--- config.mk ---
export PLATFORM = sky130hd
export DESIGN_NAME = tec_timer
export DESIGN_NICKNAME = d
export VERILOG_FILES = /design/src/hw/tec_pkg.sv /design/src/hw/tec_timer.sv /design/src/hw/tec_prescaler.sv
export SDC_FILE = /design/constraint.sdc
export NUM_CORES = 1
export LEC_CHECK = 0
export ABC_AREA = 1
export BUFFER_PORTS_ARGS = -buffer_cell sky130_fd_sc_hd__buf_4
export CAP_MARGIN = 20
export CORE_AREA = 2 2 81 83
export CTS_CLUSTER_SIZE = 28
export DETAILED_ROUTE_END_ITERATION = 12
export DIE_AREA = 0 0 83 85
export PLACE_DENSITY_LB_ADDON = 0.12
export SYNTH_ARGS = -nofsm -noshare
export SYNTH_HDL_FRONTEND = slang
export SYNTH_SLANG_ARGS = --single-unit
--- constraint.sdc ---
create_clock -name pclk -period 1.5 [get_ports pclk]
set_input_delay 0.3 -clock pclk [delete_from_list [all_inputs] [get_ports pclk]]
set_output_delay 0.3 -clock pclk [all_outputs]
set_load 0.01 [all_outputs]
--- src/hw/tec_pkg.sv ---
// shared constants, types and register map for the 8-bit timer/event counter
//
// Contract
// - eight-bit up-counter clocked by the pin or the internal clock
// - writing counter_value fills the preload; reading it returns the live count
// - prescale_sel codes 000..111 divide the system clock by 2 up to 256
// - count_edge_polarity 0 counts rising pin edges, 1 counts falling edges
// - count_run high lets the counter count, low halts it
// - control bit 5 is unimplemented and reads zero
// - mode field: 01 event count, 10 timer, 11 pulse width, 00 unused
// - event mode counts pin edges; timer and pulse modes count prescaled ticks
// - event and timer modes count from current contents up to ff, then overflow
// - overflow reloads from preload and sets overflow_flag in the same step
// - pulse mode starts at the active edge, stops on return, clears count_run
// - after one measurement the count holds until software sets count_run again
// - pulse mode starts on pin transitions, never on a static level
// - overflow in pulse mode reloads and raises the request like other modes
// - event and timer modes never clear count_run by themselves
// - a counter overflow wakes the device from halt
// - overflow_irq_enable low suppresses the counter interrupt in every mode
// - with counting off, a preload write also loads the counter
// - with counting on, a write reaches only the preload
// - a software read of the counter blocks its clock meanwhile
// - overflow drives the frequency divider output for the buzzer pins
// - a warm reset during halt leaves counter and control untouched
// - overflow_irq_enable sits at bit 2 of irq_control_reg, 1 enables
`default_nettype none
package tec_pkg;

  // register indices; byte address is four times the index
  localparam logic [5:0] IDX_IRQ_CONTROL = 6'h0b;
  localparam logic [5:0] IDX_COUNTER_VALUE = 6'h0d;
  localparam logic [5:0] IDX_COUNTER_CONTROL = 6'h0e;
  localparam int unsigned IDX_LSB = 2;
  localparam int unsigned IDX_MSB = 7;
  localparam int unsigned ADDR_W = 8;

  // irq_control_reg layout
  localparam int unsigned IRQ_ENABLE_BIT = 2;
  localparam int unsigned IRQ_FLAG_BIT = 5;

  localparam logic [7:0] COUNT_MAX = 8'hff;
  localparam logic [7:0] COUNT_RESET = 8'h00;
  localparam logic [7:0] CONTROL_RESET = 8'h08;
  localparam logic [7:0] BYTE_ZERO = 8'h00;
  localparam logic [7:0] COUNT_STEP = 8'h01;
  localparam logic [31:0] WORD_ZERO = 32'h0000_0000;

  localparam int unsigned PRESCALE_W = 8;
  localparam logic [PRESCALE_W-1:0] PRESCALE_BASE = 8'h02;
  localparam logic [PRESCALE_W-1:0] PRESCALE_ONE = 8'h01;

  typedef enum logic [1:0] {
    TEC_MODE_UNUSED = 2'b00,
    TEC_MODE_EVENT = 2'b01,
    TEC_MODE_TIMER = 2'b10,
    TEC_MODE_PULSE = 2'b11
  } tec_mode_t;

  // counter_control as stored: bit 7..6 mode, 5 unused, 4 run, 3 polarity, 2..0 prescale
  typedef struct packed {
    tec_mode_t mode;
    logic unused5;
    logic count_run;
    logic count_edge_polarity;
    logic [2:0] prescale_sel;
  } tec_ctrl_t;

  typedef enum logic {
    TEC_PW_WAIT = 1'b0,
    TEC_PW_MEASURE = 1'b1
  } tec_pw_state_t;

endpackage
`default_nettype wire

--- src/hw/tec_timer.sv ---
// 8-bit timer/event counter with preload, prescaler, pulse-width mode and apb registers
//
// Decided for this implementation: register access over APB.
`timescale 1ns/1ns
`default_nettype none
module tec_timer (
  input wire logic pclk, // system clock, 250 mhz
  input wire logic presetn, // async reset, active low
  input wire logic psel, // apb select
  input wire logic penable, // apb access phase
  input wire logic pwrite, // apb direction, high for write
  input wire logic [tec_pkg::ADDR_W-1:0] paddr, // apb byte address
  input wire logic [31:0] pwdata, // apb write data
  output logic [31:0] prdata_q, // apb read data
  output logic pready_q, // apb ready
  output logic pslverr_q, // apb error on unmapped address
  input wire logic count_pin, // external event / pulse input, asynchronous
  input wire logic cpu_halt, // core is in halt, same clock domain
  input wire logic irq_ack, // interrupt acknowledge pulse from the core
  output logic irq_req_q, // counter interrupt request, level
  output logic wake_q, // one-cycle wake-up request out of halt
  output logic bz_q, // divider output for buzzer pin
  output logic bz_n_q // complement for the paired buzzer pin
);

  // register decode used by read, write and the clock block
  function automatic logic hit(input logic [tec_pkg::ADDR_W-1:0] addr,
                               input logic [5:0] idx);
    hit = (addr[tec_pkg::IDX_MSB:tec_pkg::IDX_LSB] == idx) &&
          (addr[tec_pkg::IDX_LSB-1:0] == 2'b00);
  endfunction

  function automatic logic mapped(input logic [tec_pkg::ADDR_W-1:0] addr);
    mapped = hit(addr, tec_pkg::IDX_IRQ_CONTROL) ||
             hit(addr, tec_pkg::IDX_COUNTER_VALUE) ||
             hit(addr, tec_pkg::IDX_COUNTER_CONTROL);
  endfunction

  tec_pkg::tec_ctrl_t ctrl_q;
  tec_pkg::tec_pw_state_t pw_q;
  logic [7:0] count_q;
  logic [7:0] preload_q;
  logic irq_enable_q;
  logic overflow_flag_q;
  logic pin_s1_q;
  logic pin_s2_q;
  logic pin_prev_q;
  logic ps_tick;
  logic access;
  logic complete;
  logic wr_fire;
  logic wr_value;
  logic wr_control;
  logic wr_irq;
  logic rd_block;
  logic pin_rise;
  logic pin_fall;
  logic act_edge;
  logic ret_edge;
  logic cnt_tick;
  logic overflow;
  logic pw_end;
  logic [7:0] wbyte;
  logic [7:0] rbyte;
  logic [7:0] irq_view;

  // bus handshake
  assign access = psel & penable;
  assign complete = access & pready_q;
  assign wr_fire = complete & pwrite;
  assign wr_value = wr_fire & hit(paddr, tec_pkg::IDX_COUNTER_VALUE);
  assign wr_control = wr_fire & hit(paddr, tec_pkg::IDX_COUNTER_CONTROL);
  assign wr_irq = wr_fire & hit(paddr, tec_pkg::IDX_IRQ_CONTROL);
  assign wbyte = pwdata[7:0];

  // hold the counter still across the whole read so the sampled byte is clean
  assign rd_block = psel & ~pwrite & hit(paddr, tec_pkg::IDX_COUNTER_VALUE);

  tec_prescaler u_prescaler (
    .pclk(pclk),
    .presetn(presetn),
    .prescale_sel(ctrl_q.prescale_sel),
    .tick_q(ps_tick)
  );

  // pin synchroniser; only pin_s2_q and later feed logic
  always_ff @(posedge pclk or negedge presetn) begin
    if (!presetn) begin
      pin_s1_q <= 1'b0;
      pin_s2_q <= 1'b0;
      pin_prev_q <= 1'b0;
    end else begin
      pin_s1_q <= count_pin;
      pin_s2_q <= pin_s1_q;
      pin_prev_q <= pin_s2_q;
    end
  end

  assign pin_rise = pin_s2_q & ~pin_prev_q;
  assign pin_fall = ~pin_s2_q & pin_prev_q;

  // active edge per polarity; the return edge is the opposite one
  assign act_edge = ctrl_q.count_edge_polarity ? pin_fall : pin_rise;
  assign ret_edge = ctrl_q.count_edge_polarity ? pin_rise : pin_fall;

  // count source per mode
  always_comb begin
    cnt_tick = 1'b0;
    unique case (ctrl_q.mode)
      tec_pkg::TEC_MODE_UNUSED: begin
        cnt_tick = 1'b0;
      end
      tec_pkg::TEC_MODE_EVENT: begin
        cnt_tick = act_edge;
      end
      tec_pkg::TEC_MODE_TIMER: begin
        cnt_tick = ps_tick;
      end
      tec_pkg::TEC_MODE_PULSE: begin
        cnt_tick = ps_tick & (pw_q == tec_pkg::TEC_PW_MEASURE);
      end
    endcase
    if (!ctrl_q.count_run || rd_block) begin
      cnt_tick = 1'b0;
    end
  end

  assign overflow = cnt_tick & (count_q == tec_pkg::COUNT_MAX);

  // measurement ends on the return edge while measuring
  assign pw_end = (pw_q == tec_pkg::TEC_PW_MEASURE) & ret_edge &
                  ctrl_q.count_run & (ctrl_q.mode == tec_pkg::TEC_MODE_PULSE);

  // pulse-width sequencer
  always_ff @(posedge pclk or negedge presetn) begin
    if (!presetn) begin
      pw_q <= tec_pkg::TEC_PW_WAIT;
    end else if (!ctrl_q.count_run || ctrl_q.mode != tec_pkg::TEC_MODE_PULSE) begin
      pw_q <= tec_pkg::TEC_PW_WAIT;
    end else begin
      unique case (pw_q)
        tec_pkg::TEC_PW_WAIT: begin
          if (act_edge) begin
            pw_q <= tec_pkg::TEC_PW_MEASURE;
          end
        end
        tec_pkg::TEC_PW_MEASURE: begin
          if (ret_edge) begin
            pw_q <= tec_pkg::TEC_PW_WAIT;
          end
        end
      endcase
    end
  end

  // live count; only presetn clears it, warm resets do not reach here
  always_ff @(posedge pclk or negedge presetn) begin
    if (!presetn) begin
      count_q <= tec_pkg::COUNT_RESET;
    end else if (wr_value && !ctrl_q.count_run) begin
      count_q <= wbyte;
    end else if (overflow) begin
      count_q <= preload_q;
    end else if (cnt_tick) begin
      count_q <= count_q + tec_pkg::COUNT_STEP;
    end
  end

  // preload register behind the same location as the count
  always_ff @(posedge pclk or negedge presetn) begin
    if (!presetn) begin
      preload_q <= tec_pkg::COUNT_RESET;
    end else if (wr_value) begin
      preload_q <= wbyte;
    end
  end

  // control register; a software write in the same cycle beats the auto-clear
  always_ff @(posedge pclk or negedge presetn) begin
    if (!presetn) begin
      ctrl_q <= tec_pkg::tec_ctrl_t'(tec_pkg::CONTROL_RESET);
    end else if (wr_control) begin
      ctrl_q <= tec_pkg::tec_ctrl_t'(wbyte);
      ctrl_q.unused5 <= 1'b0;
    end else if (pw_end) begin
      ctrl_q.count_run <= 1'b0;
    end
  end

  // interrupt enable
  always_ff @(posedge pclk or negedge presetn) begin
    if (!presetn) begin
      irq_enable_q <= 1'b0;
    end else if (wr_irq) begin
      irq_enable_q <= wbyte[tec_pkg::IRQ_ENABLE_BIT];
    end
  end

  // sticky flag; a new overflow wins over a clear in the same cycle
  always_ff @(posedge pclk or negedge presetn) begin
    if (!presetn) begin
      overflow_flag_q <= 1'b0;
    end else if (overflow) begin
      overflow_flag_q <= 1'b1;
    end else if (wr_irq) begin
      overflow_flag_q <= wbyte[tec_pkg::IRQ_FLAG_BIT];
    end else if (irq_ack) begin
      overflow_flag_q <= 1'b0;
    end
  end

  // request follows flag and enable one cycle later
  always_ff @(posedge pclk or negedge presetn) begin
    if (!presetn) begin
      irq_req_q <= 1'b0;
    end else begin
      irq_req_q <= overflow_flag_q & irq_enable_q;
    end
  end

  // wake request only matters while the core sits in halt
  always_ff @(posedge pclk or negedge presetn) begin
    if (!presetn) begin
      wake_q <= 1'b0;
    end else begin
      wake_q <= overflow & cpu_halt;
    end
  end

  // buzzer pair, square wave at half the overflow rate
  always_ff @(posedge pclk or negedge presetn) begin
    if (!presetn) begin
      bz_q <= 1'b0;
      bz_n_q <= 1'b1;
    end else if (overflow) begin
      bz_q <= ~bz_q;
      bz_n_q <= bz_q;
    end
  end

  // read view of irq_control_reg; other bits read zero
  always_comb begin
    irq_view = tec_pkg::BYTE_ZERO;
    irq_view[tec_pkg::IRQ_ENABLE_BIT] = irq_enable_q;
    irq_view[tec_pkg::IRQ_FLAG_BIT] = overflow_flag_q;
  end

  always_comb begin
    rbyte = tec_pkg::BYTE_ZERO;
    if (hit(paddr, tec_pkg::IDX_COUNTER_VALUE)) begin
      rbyte = count_q;
    end else if (hit(paddr, tec_pkg::IDX_COUNTER_CONTROL)) begin
      rbyte = ctrl_q;
      rbyte[5] = 1'b0;
    end else if (hit(paddr, tec_pkg::IDX_IRQ_CONTROL)) begin
      rbyte = irq_view;
    end
  end

  // one wait state: ready rises on the second access cycle
  always_ff @(posedge pclk or negedge presetn) begin
    if (!presetn) begin
      pready_q <= 1'b0;
    end else begin
      pready_q <= access & ~pready_q;
    end
  end

  always_ff @(posedge pclk or negedge presetn) begin
    if (!presetn) begin
      pslverr_q <= 1'b0;
    end else begin
      pslverr_q <= access & ~pready_q & ~mapped(paddr);
    end
  end

  // read data sampled while the counter clock is blocked
  always_ff @(posedge pclk or negedge presetn) begin
    if (!presetn) begin
      prdata_q <= tec_pkg::WORD_ZERO;
    end else if (access && !pready_q && !pwrite) begin
      prdata_q <= {24'h000000, rbyte};
    end else if (complete) begin
      prdata_q <= tec_pkg::WORD_ZERO;
    end
  end

endmodule // tec_timer
`default_nettype wire

--- src/hw/tec_prescaler.sv ---
// free-running prescaler giving a one-cycle tick every 2..256 system clocks
`timescale 1ns/1ns
`default_nettype none
module tec_prescaler (
  input wire logic pclk, // system clock
  input wire logic presetn, // async reset, active low
  input wire logic [2:0] prescale_sel, // division code
  output logic tick_q // one-cycle tick at the divided rate
);

  logic [tec_pkg::PRESCALE_W-1:0] div_q;
  logic [tec_pkg::PRESCALE_W-1:0] div_mask;

  // low bits that must all be ones: 2^(sel+1) clocks per tick
  always_comb begin
    div_mask = (tec_pkg::PRESCALE_BASE << prescale_sel) - tec_pkg::PRESCALE_ONE;
  end

  always_ff @(posedge pclk or negedge presetn) begin
    if (!presetn) begin
      div_q <= '0;
    end else begin
      div_q <= div_q + tec_pkg::PRESCALE_ONE;
    end
  end

  // a sel change mid-period can shorten one period; accepted for simplicity
  always_ff @(posedge pclk or negedge presetn) begin
    if (!presetn) begin
      tick_q <= 1'b0;
    end else begin
      tick_q <= &(div_q | ~div_mask);
    end
  end

endmodule // tec_prescaler
`default_nettype wire

### Word-level counts from Yosys, hierarchy flattened

Index checks and enable logic that the tools add are counted.

| word-level totals | value |
|---|---|
| flip-flop bits (word level) | 76 |
| input bits | 48 |

| operators by class | value |
|---|---|
| add/sub/neg operators | 3 |
| equality and inequality tests | 8 |
| shifts and indexed selects | 1 |
| muxes and demuxes | 21 |
| bitwise logic cells | 28 |
| reduce and logical (&&, ||, !) cells | 20 |

Operators with widths:

| kind | number |
|---|---|
| $mux W32 | 2 |
| $mux W8 | 5 |
| $and A1 B1 Y1 | 19 |
| $eq A6 B4 Y1 const B | 3 |
| $add A8 B1 Y8 const B | 2 |
| $mux W1 | 11 |
| $eq A8 B8 Y1 const B | 1 |
| $not A8 Y8 | 1 |
| $or A8 B8 Y8 | 1 |
| $reduce_and A8 Y1 | 1 |
| $shl A2 B3 Y8 const A | 1 |
| $sub A8 B1 Y8 const B | 1 |
| $not A1 Y1 | 7 |
| $logic_and A1 B1 Y1 | 6 |
| $mux W6 | 1 |
| $reduce_bool A3 Y1 | 2 |
| $eq A2 B2 Y1 const B | 2 |
| $logic_not A2 Y1 | 2 |
| $logic_or A1 B1 Y1 | 4 |
| $pmux W1 S4 | 1 |
| $reduce_bool A2 Y1 | 2 |
| $logic_not A1 Y1 | 3 |
| $eq A2 B1 Y1 const B | 1 |
| $ne A2 B2 Y1 const B | 1 |
| $pmux W1 S2 | 1 |

### Longest topological paths before layout

Gate-level depths: netlist of the first run.

| depth | value |
|---|---|
| word-level depth | 8 |
| depth in mapped cells | 12 |

### Modules after synthesis

A second synthesis of the first run with hierarchy kept.

| unflattened totals | value |
|---|---|
| cells, all modules | 368 |
| area total of the unflattened synthesis | 2,951.6 µm² |

Modules (own cells, without submodules):

| module | times used | cells an instance | area each (µm²) | sequential area each (µm²) |
|---|---|---|---|---|
| tec_timer | 1 | 306 | 2,446.1 | 1,078.5 |
| tec_prescaler | 1 | 62 | 505.5 | 225.2 |

### Least setup slack after synthesis of the first run

OpenSTA, ideal clock, no wires.

| timing | value |
|---|---|
| path kind | register to register |
| start | register count_q[0] |
| end | register count_q[3] |
| library setup time | 0.121 ns |
| data arrival time | 1.301 ns |
| path slack | 0.078 ns |
| stages on the path, launching flop included | 9 |
| cells stage by stage | dfrtp_1 -> ha_1 -> nand3_2 -> nor2_2 -> nand3_2 -> clkinv_1 -> buf_4 -> o211ai_1 -> nand2_1 |

| between the ends | value |
|---|---|
| longest elaborated chain between the ends | 4 |
| elaborated cells on any way between the ends | 7 |
| those cells by class | 1 x add/sub; 1 x eq/ne; 3 x mux; 1 x bitwise; 1 x reduce/logical |

Ends and longest elaborated chain:

| element | RTL line | RTL |
|---|---|---|
| start, declared | tec_timer.sv:41 | `logic [7:0] count_q;` |
| start signal, assigned | tec_timer.sv:159 | `count_q <= tec_pkg::COUNT_RESET;` |
| start signal, assigned | tec_timer.sv:161 | `count_q <= wbyte;` |
| start signal, assigned | tec_timer.sv:163 | `count_q <= preload_q;` |
| $add A8 B1 Y8 or $eq A8 B8 Y1 (tied branches) | tec_timer.sv:165, tec_timer.sv:128 |  |
| $mux W8 or $and A1 B1 Y1 (tied branches) | tec_timer.sv:164, tec_timer.sv:128 |  |
| $mux W8 | tec_timer.sv:162 | `end else if (overflow) begin` |
| $mux W8 | tec_timer.sv:160 | `end else if (wr_value && !ctrl_q.count_run) begin` |

Several ways; a longest one is shown, not always the timed one. The select of a mux whose other input is x is not followed.
A chain may end at the register's enable or synchronous reset.

### Worst setup path in the final report of the first run

| timing | value |
|---|---|
| start | register count_q[0] |
| end | register count_q[2] |

The elaborated chain is that of the path after synthesis.

==> results.tsv, run 1 <==
metric	value	unit
Slew Viols, Final	0	
Sequential Power Share	0.576	
DRT iter0 DRCs	99	
fin area	0.00354	mm2
TritonCTS Buffers	5	
Num Clock Sinks	52	
Post-Route WL	6.28	mm
ANT cells	0	
slowest stage cell, crit path	dfrtp_1	
worst reg2reg path startpoint	count_q[0]$_DFFE_PN0P_	
DIE HEIGHT	85	um
worst hold path startpoint	count_pin	
Die Span X	83	um
WP data arrival	1.71	ns
count of antenna-violating nets left after detailed routing	0	
top cell type's share of synthesized area	0.440	
core area	0.00620	mm2
Min-Delay Endpoint	pin_s1_q$_DFF_PN0_	
Most used DFF post-synth	dfrtp_1	
via count	2402	
P_int	0.00183	W
Die Area	0.00706	mm2
Startpoint Class	flip-flop	
worst-path fanout max	2	
total power	0.00246	W
vias in the first global route	2313	
starting density of the core	0.458	
synthesized instance count	355	
WS Path Type	flip-flop to flip-flop	
fill count	610	
CTS tree	done	
Via density	4.72	
final RePlAce weighted congestion	0.902	
wire per inst	12.3	um
footprint of the multi-input gates	0.00125	mm2
PortBufs	37	
register bit count reported by yosys	52	
FFs w/ async S/R, synth	1.00	
Worst Setup SP	count_q[0]$_DFFE_PN0P_	
Comb power frac	0.076	
first-pass GRT wire length	10.8	mm
CP Depth	8	
sequential fraction of the synthesis area	0.459	
# rows	29	
DRT Pass-1 Iters	4	
CTS max path bufs	2	
Sw Ratio	0.258	
delay-heaviest family, CP	flip-flops	
initial antenna violation count	0	
CP max stage delay	0.40	ns
worst-case clock skew	0.00787	ns
clk_lat worst skew	0.31	ns
Required @ worst endpoint	1.75	ns
fmax	0.688	GHz
GRT Total Usage	0.190	
Reg clk slew, reported paths	0.11	ns
Hold Crit Depth	1	
htree depth	2	
Final Net Count	481	
top post-synthesis cells by area	dfrtp_1 (44%), nand2_1 (12%), buf_4 (6.6%)	
status	finished, final reports clean	
area leader, netlist	dfrtp_1	
final-report setup violation count	0	
# IOs	86	
Avg Cell Area, Syn	8.01	um2
Hold Vio Cnt, Final	0	
WP buf/inv	3	
Worst Setup End Kind	flip-flop	
R2R depth	8	
min cycle time layout	1.45	ns
Cell Area, Synth	0.00284	mm2
clock share of power	0.347	
synth warn	0	
Crit path top cell by count	buf_4	
MaxCap Viol Count	0	
number of flops mapped to enable cells by yosys	0	
area delta synth->final	24.6	%
DP HPWL	4.69	mm
residual DRC count	0	
leak pwr	1.85	nW
largest net degree at the start of global routing	31	
Synth cell types	34	
worst hold path type	input port to flip-flop	
register area	0.00131	mm2
CTS Root Cell	clkbuf_8	
Final Cycle Share	0.969	
placed instance area	0.00335	mm2
RSZ-0062 raised after global routing	yes	
critical-path cell list	ha_2 > buf_4 > buf_4 > buf_4 > xnor2_1 > a21oi_1 > nand2_1 > nand2_1	
share of cells above drive strength 1	0.273	
reg-to-reg endpoint	count_q[2]$_DFFE_PN0P_	
Peak VDD IR	500	uV
flop-to-flop setup slack	0.05	ns
sw power	0.000634	W
grt ovf	0	
pwr/cell area	694	mW/mm2
==> worst max-delay path by stage <==
stage | to | slack [ns]
floorplan | count_q[3]$_DFFE_PN0P_ | 0.08
global placement | bz_q$_DFFE_PN0P_ | -0.02
detailed placement | bz_q$_DFFE_PN0P_ | -0.05
CTS | bz_q$_DFFE_PN0P_ | 0.03
global route | count_q[1]$_DFFE_PN0P_ | -0.05
finish | count_q[2]$_DFFE_PN0P_ | 0.05
==> power groups by stage <==
stage	registers, W	clock network (W)	logic [W]
floorplan	0.00145	0	0.000112
global placement	0.00145	0	0.000185
detailed placement	0.00145	0	0.000187
CTS	0.00142	0.000891	0.000190
global route	0.00142	0.000941	0.000212
finish	0.00142	0.000854	0.000188
==> sequential cells by signal (all words and copies together) (netlist names), 7 cells and up <==
| signal | flops |
|---|---|
| prdata_q | 8 |
| count_q | 8 |
| preload_q | 8 |
| ctrl_q | 7 |
| u_prescaler.div_q | 8 |
==> per-layer routing <==
layer  share of wire  global-route usage  vias up  routed length [um]
met5               0                   0        -                   0
met4          0.0097              0.0537        0                  61
met3           0.051              0.0360        4                 319
met2            0.47               0.307       64                2950
met1            0.47               0.264     1111                2950
li1                -                   -     1223                   -
==> final cells by class <==
class / count / share of cell area
Inverter: 56 / 0.0593
Timing Repair Buffer: 74 / 0.166
Clock inverter: 3 / 0.00706
Multi-Input combinational cell: 242 / 0.352
Sequential cell: 52 / 0.368
Clock buffer: 5 / 0.0194
Tap cell: 77 / 0.0272
==> placed cells by master (no fill, tap or decap), types with 4 or more instances in the layout <==
cell and instances:
o21ai_0 22, nand4_1 4, nand2_2 10, nand2_1 86
buf_6 5, inv_2 8, nand3_1 20, buf_4 67
o211ai_1 7, dfrtp_1 49, xor2_1 7, clkbuf_8 5
a21oi_1 10, nor2_4 4, conb_1 24, nor2_1 19
inv_1 48
==> repair_timing <==
item	4_1_cts	5_1_grt
hold buffers	1	0
hold endpoints to repair	21	0
resized for setup	4	15
cloned	0	0
setup endpoints to repair	5	12
buffers inserted	2	4
pin swaps	3	13
==> synthesized netlist by cell type (4+ instances only) <==
library cell / number
nand2_1: 91
buf_4: 25
nand4_1: 4
o211ai_1: 7
nor2_1: 20
a21oi_1: 10
inv_2: 6
xor2_1: 7
nand2_2: 6
nand3_1: 20
nand3_2: 4
inv_1: 49
dfrtp_1: 50
o21ai_0: 22
==> cell families (layout without fill, tap and decap cells) <==
family,Yosys count,after routing,synth area share
multiplexers,1,1,0.00396
other,1,24,0.00132
AO/OA/AOI/OAI,47,47,0.0951
XOR/XNOR,10,10,0.0308
flip-flops,52,52,0.459
adder cells (fa/ha/maj),2,2,0.00880
buffers and inverters,84,138,0.147
AND/OR/NAND/NOR,158,158,0.254
==> through the flow <==
step / setup slack [ns] / hold slack, ns / setup TNS [ns] / util / cells
6_report: 0.0461 / 0.0837 / 0 / 0.571 / 509
5_1_grt: -0.0542 / 0.0596 / -0.309 / 0.571 / 509
4_1_cts: 0.0278 / 0.0726 / 0 / 0.560 / 506
3_5_place_dp: -0.0523 / 0.226 / -0.0596 / 0.539 / 496
3_3_place_gp: -0.0204 / 0.222 / -0.0204 / 0.539 / 496
2_1_floorplan: 0.0782 / 0.00441 / 0 / - / 378
Note: power is estimated with default switching activity, not from simulation.
==> run 2, diff against run 1 <==
--- a/config.mk
+++ b/config.mk
@@ -12,7 +12,7 @@
 export CTS_CLUSTER_SIZE = 28
 export DETAILED_ROUTE_END_ITERATION = 12
 export DIE_AREA = 0 0 83 85
-export PLACE_DENSITY_LB_ADDON = 0.12
+export PLACE_DENSITY = 0.78
 export SYNTH_ARGS = -nofsm -noshare
 export SYNTH_HDL_FRONTEND = slang
 export SYNTH_SLANG_ARGS = --single-unit
==> run 2 against run 1 <==
Net effect:
- non-clock buffer count fell by 11
- register-to-register slack barely moved
- sequential share of layout area rose by 0.93 points
- global-route usage fell by 0.63 points
- first-iteration DRC count rose by 120%
- count of clock-buffer cells in the layout did not move
- utilization fell by 1.4 points
- critical path type unchanged
- critical path depth rose by 2
- clock power fell by 1%
==> results.tsv, run 2 (synthesis results as in run 1) <==
metric	value	unit
status	finished, final reports clean	
worst reg2reg path startpoint	count_q[0]$_DFFE_PN0P_	
clk_lat worst skew	0.31	ns
starting density of the core	0.458	
core area	0.00620	mm2
PortBufs	37	
worst-path fanout max	6	
TritonCTS Buffers	5	
Die Area	0.00706	mm2
count of antenna-violating nets left after detailed routing	0	
pre-CTS setup slack	-0.0404	ns
WP data arrival	1.71	ns
Slew Viols, Final	0	
CTS max path bufs	2	
largest net degree at the start of global routing	53	
placed instance area	0.00324	mm2
Rel. slew slack	0.566	
fill count	563	
Slew @ Worst Pin	0.652	ns
Via density	4.90	
Worst Setup SP	count_q[0]$_DFFE_PN0P_	
CTS Root Cell	clkbuf_8	
Hold Vio Cnt, Final	0	
htree depth	2	
# rows	29	
worst hold path type	input port to asynchronous set/reset pin	
# IOs	86	
residual DRC count	0	
Placed Cells	484	
RSZ-0062 raised after global routing	yes	
final-report setup violation count	0	
DIE HEIGHT	85	um
via count	2440	
wire per inst	12.5	um
Num Clock Sinks	52	
Worst Slack Setup Final	0.0390	ns
Final Net Count	470	
most common library cell in the layout ignoring fill and taps	nand2_1	
Final Cycle Share	0.974	
min cycle time layout	1.46	ns
worst-case clock skew	0.00690	ns
Startpoint Class	flip-flop	
WS Path Type	flip-flop to flip-flop	
DRT iter0 DRCs	217	
GRT Total Usage	0.184	
ANT cells	0	
final RePlAce weighted congestion	0.926	
DP HPWL	4.59	mm
hold_buf cts	0	
Peak VDD IR	567	uV
Die Span X	83	um
CTS tree	done	
grt ovf	0	
non-filler cells in the finished layout	498	
pwr/cell area	705	mW/mm2
Post-Route WL	6.24	mm
vias in the first global route	2434	
DRT Pass-1 Iters	4	
area delta synth->final	21.6	%
share of cells above drive strength 1	0.264	
initial antenna violation count	0	
MaxCap Viol Count	0	
Reg clk slew, reported paths	0.10	ns
fmax	0.684	GHz
leak pwr	1.80	nW
fin area	0.00346	mm2
Worst Setup End Kind	flip-flop	
first-pass GRT wire length	10.6	mm
Required @ worst endpoint	1.75	ns
most frequent cells in the layout	nand2_1 (86), buf_4 (58), dfrtp_1 (49)	
-- run 2: cell types whose count changed in the layout (fill, tap and decap cells not counted) --
cell / previous run / this run
buf_4: 67 / 58
a21oi_1: 10 / 9
a21oi_2: 1 / 2
buf_12: 1 / 0
buf_2: 0 / 1
buf_6: 5 / 4
dlygate4sd3_1: 1 / 0
nand3_1: 20 / 19
nand3_2: 2 / 3
nor2_1: 19 / 18
nor2_4: 4 / 5
-- run 2: metrics by stage --
stage	hold WS, ns	total power, W	util	TNS (ns)
2_1_floorplan	0.00441	0.00156	-	0
3_3_place_gp	0.334	0.00162	0.523	0
3_5_place_dp	0.335	0.00162	0.523	-0.0574
4_1_cts	0.0379	0.00246	0.539	0
5_1_grt	0.0654	0.00253	0.557	-0.373
6_report	0.00885	0.00244	0.557	0
-- run 2: critical path, stage by stage, from the launching register on --
cell and delay (ns):
dfrtp_1 0.37, ha_2 0.21, nand3_4 0.09, nor2_4 0.15, nand3_4 0.11, inv_2 0.08
buf_6 0.13, nand4_1 0.09, nand2_1 0.08, nand2_1 0.05, nand2_1 0.05
-- run 2: layout make-up --
class	instances	area [um2]	share of cell area
clock buffer	5	68.8	0.0199
clock inverter	3	25.0	0.00724
inverter	56	210	0.0608
multi-input combinational	242	1260	0.366
sequential	52	1310	0.378
tap	77	96.3	0.0279
timing repair buffer	63	485	0.140
-- run 2: power by group --
| group | internal, W | total (W) | switching, W |
|---|---|---|---|
| combinational | 0.0000618 | 0.000173 | 0.000111 |
| sequential | 0.00141 | 0.00142 | 0.00000684 |
| clock | 0.000341 | 0.000845 | 0.000504 |
| total | 0.00181 | 0.00244 | 0.000622 |
-- run 2: path summary, 6_finish.rpt --
kind	cells past startpoint	slack [ns]	endpoint
worst max-delay path	10	0.04	count_q[6]$_DFFE_PN0P_
worst min-delay path	1	0.009	preload_q[1]$_DFFE_PN0N_
worst max register to register	10	0.04	count_q[6]$_DFFE_PN0P_
worst min register to register	0	0.36	pin_s2_q$_DFF_PN0_
max in group asynchronous	1	1.03	count_q[2]$_DFFE_PN0P_
min in group pclk	1	0.09	pin_s1_q$_DFF_PN0_
-- run 2: what timing repair did --
action,CTS,global route
endpoints found under the setup margin,3,12
setup buffers,0,4
resized for setup,2,21
cloned,0,2
pin swaps,0,10
-- run 2: metal layers --
metal / vias up / GRT usage / wire (um) / part of all wire
li1: 1204 / - / - / -
met1: 1154 / 0.240 / 2780 / 0.45
met2: 70 / 0.304 / 2980 / 0.48
met3: 12 / 0.0389 / 354 / 0.057
met4: 0 / 0.0671 / 125 / 0.020
met5: - / 0 / 0 / 0
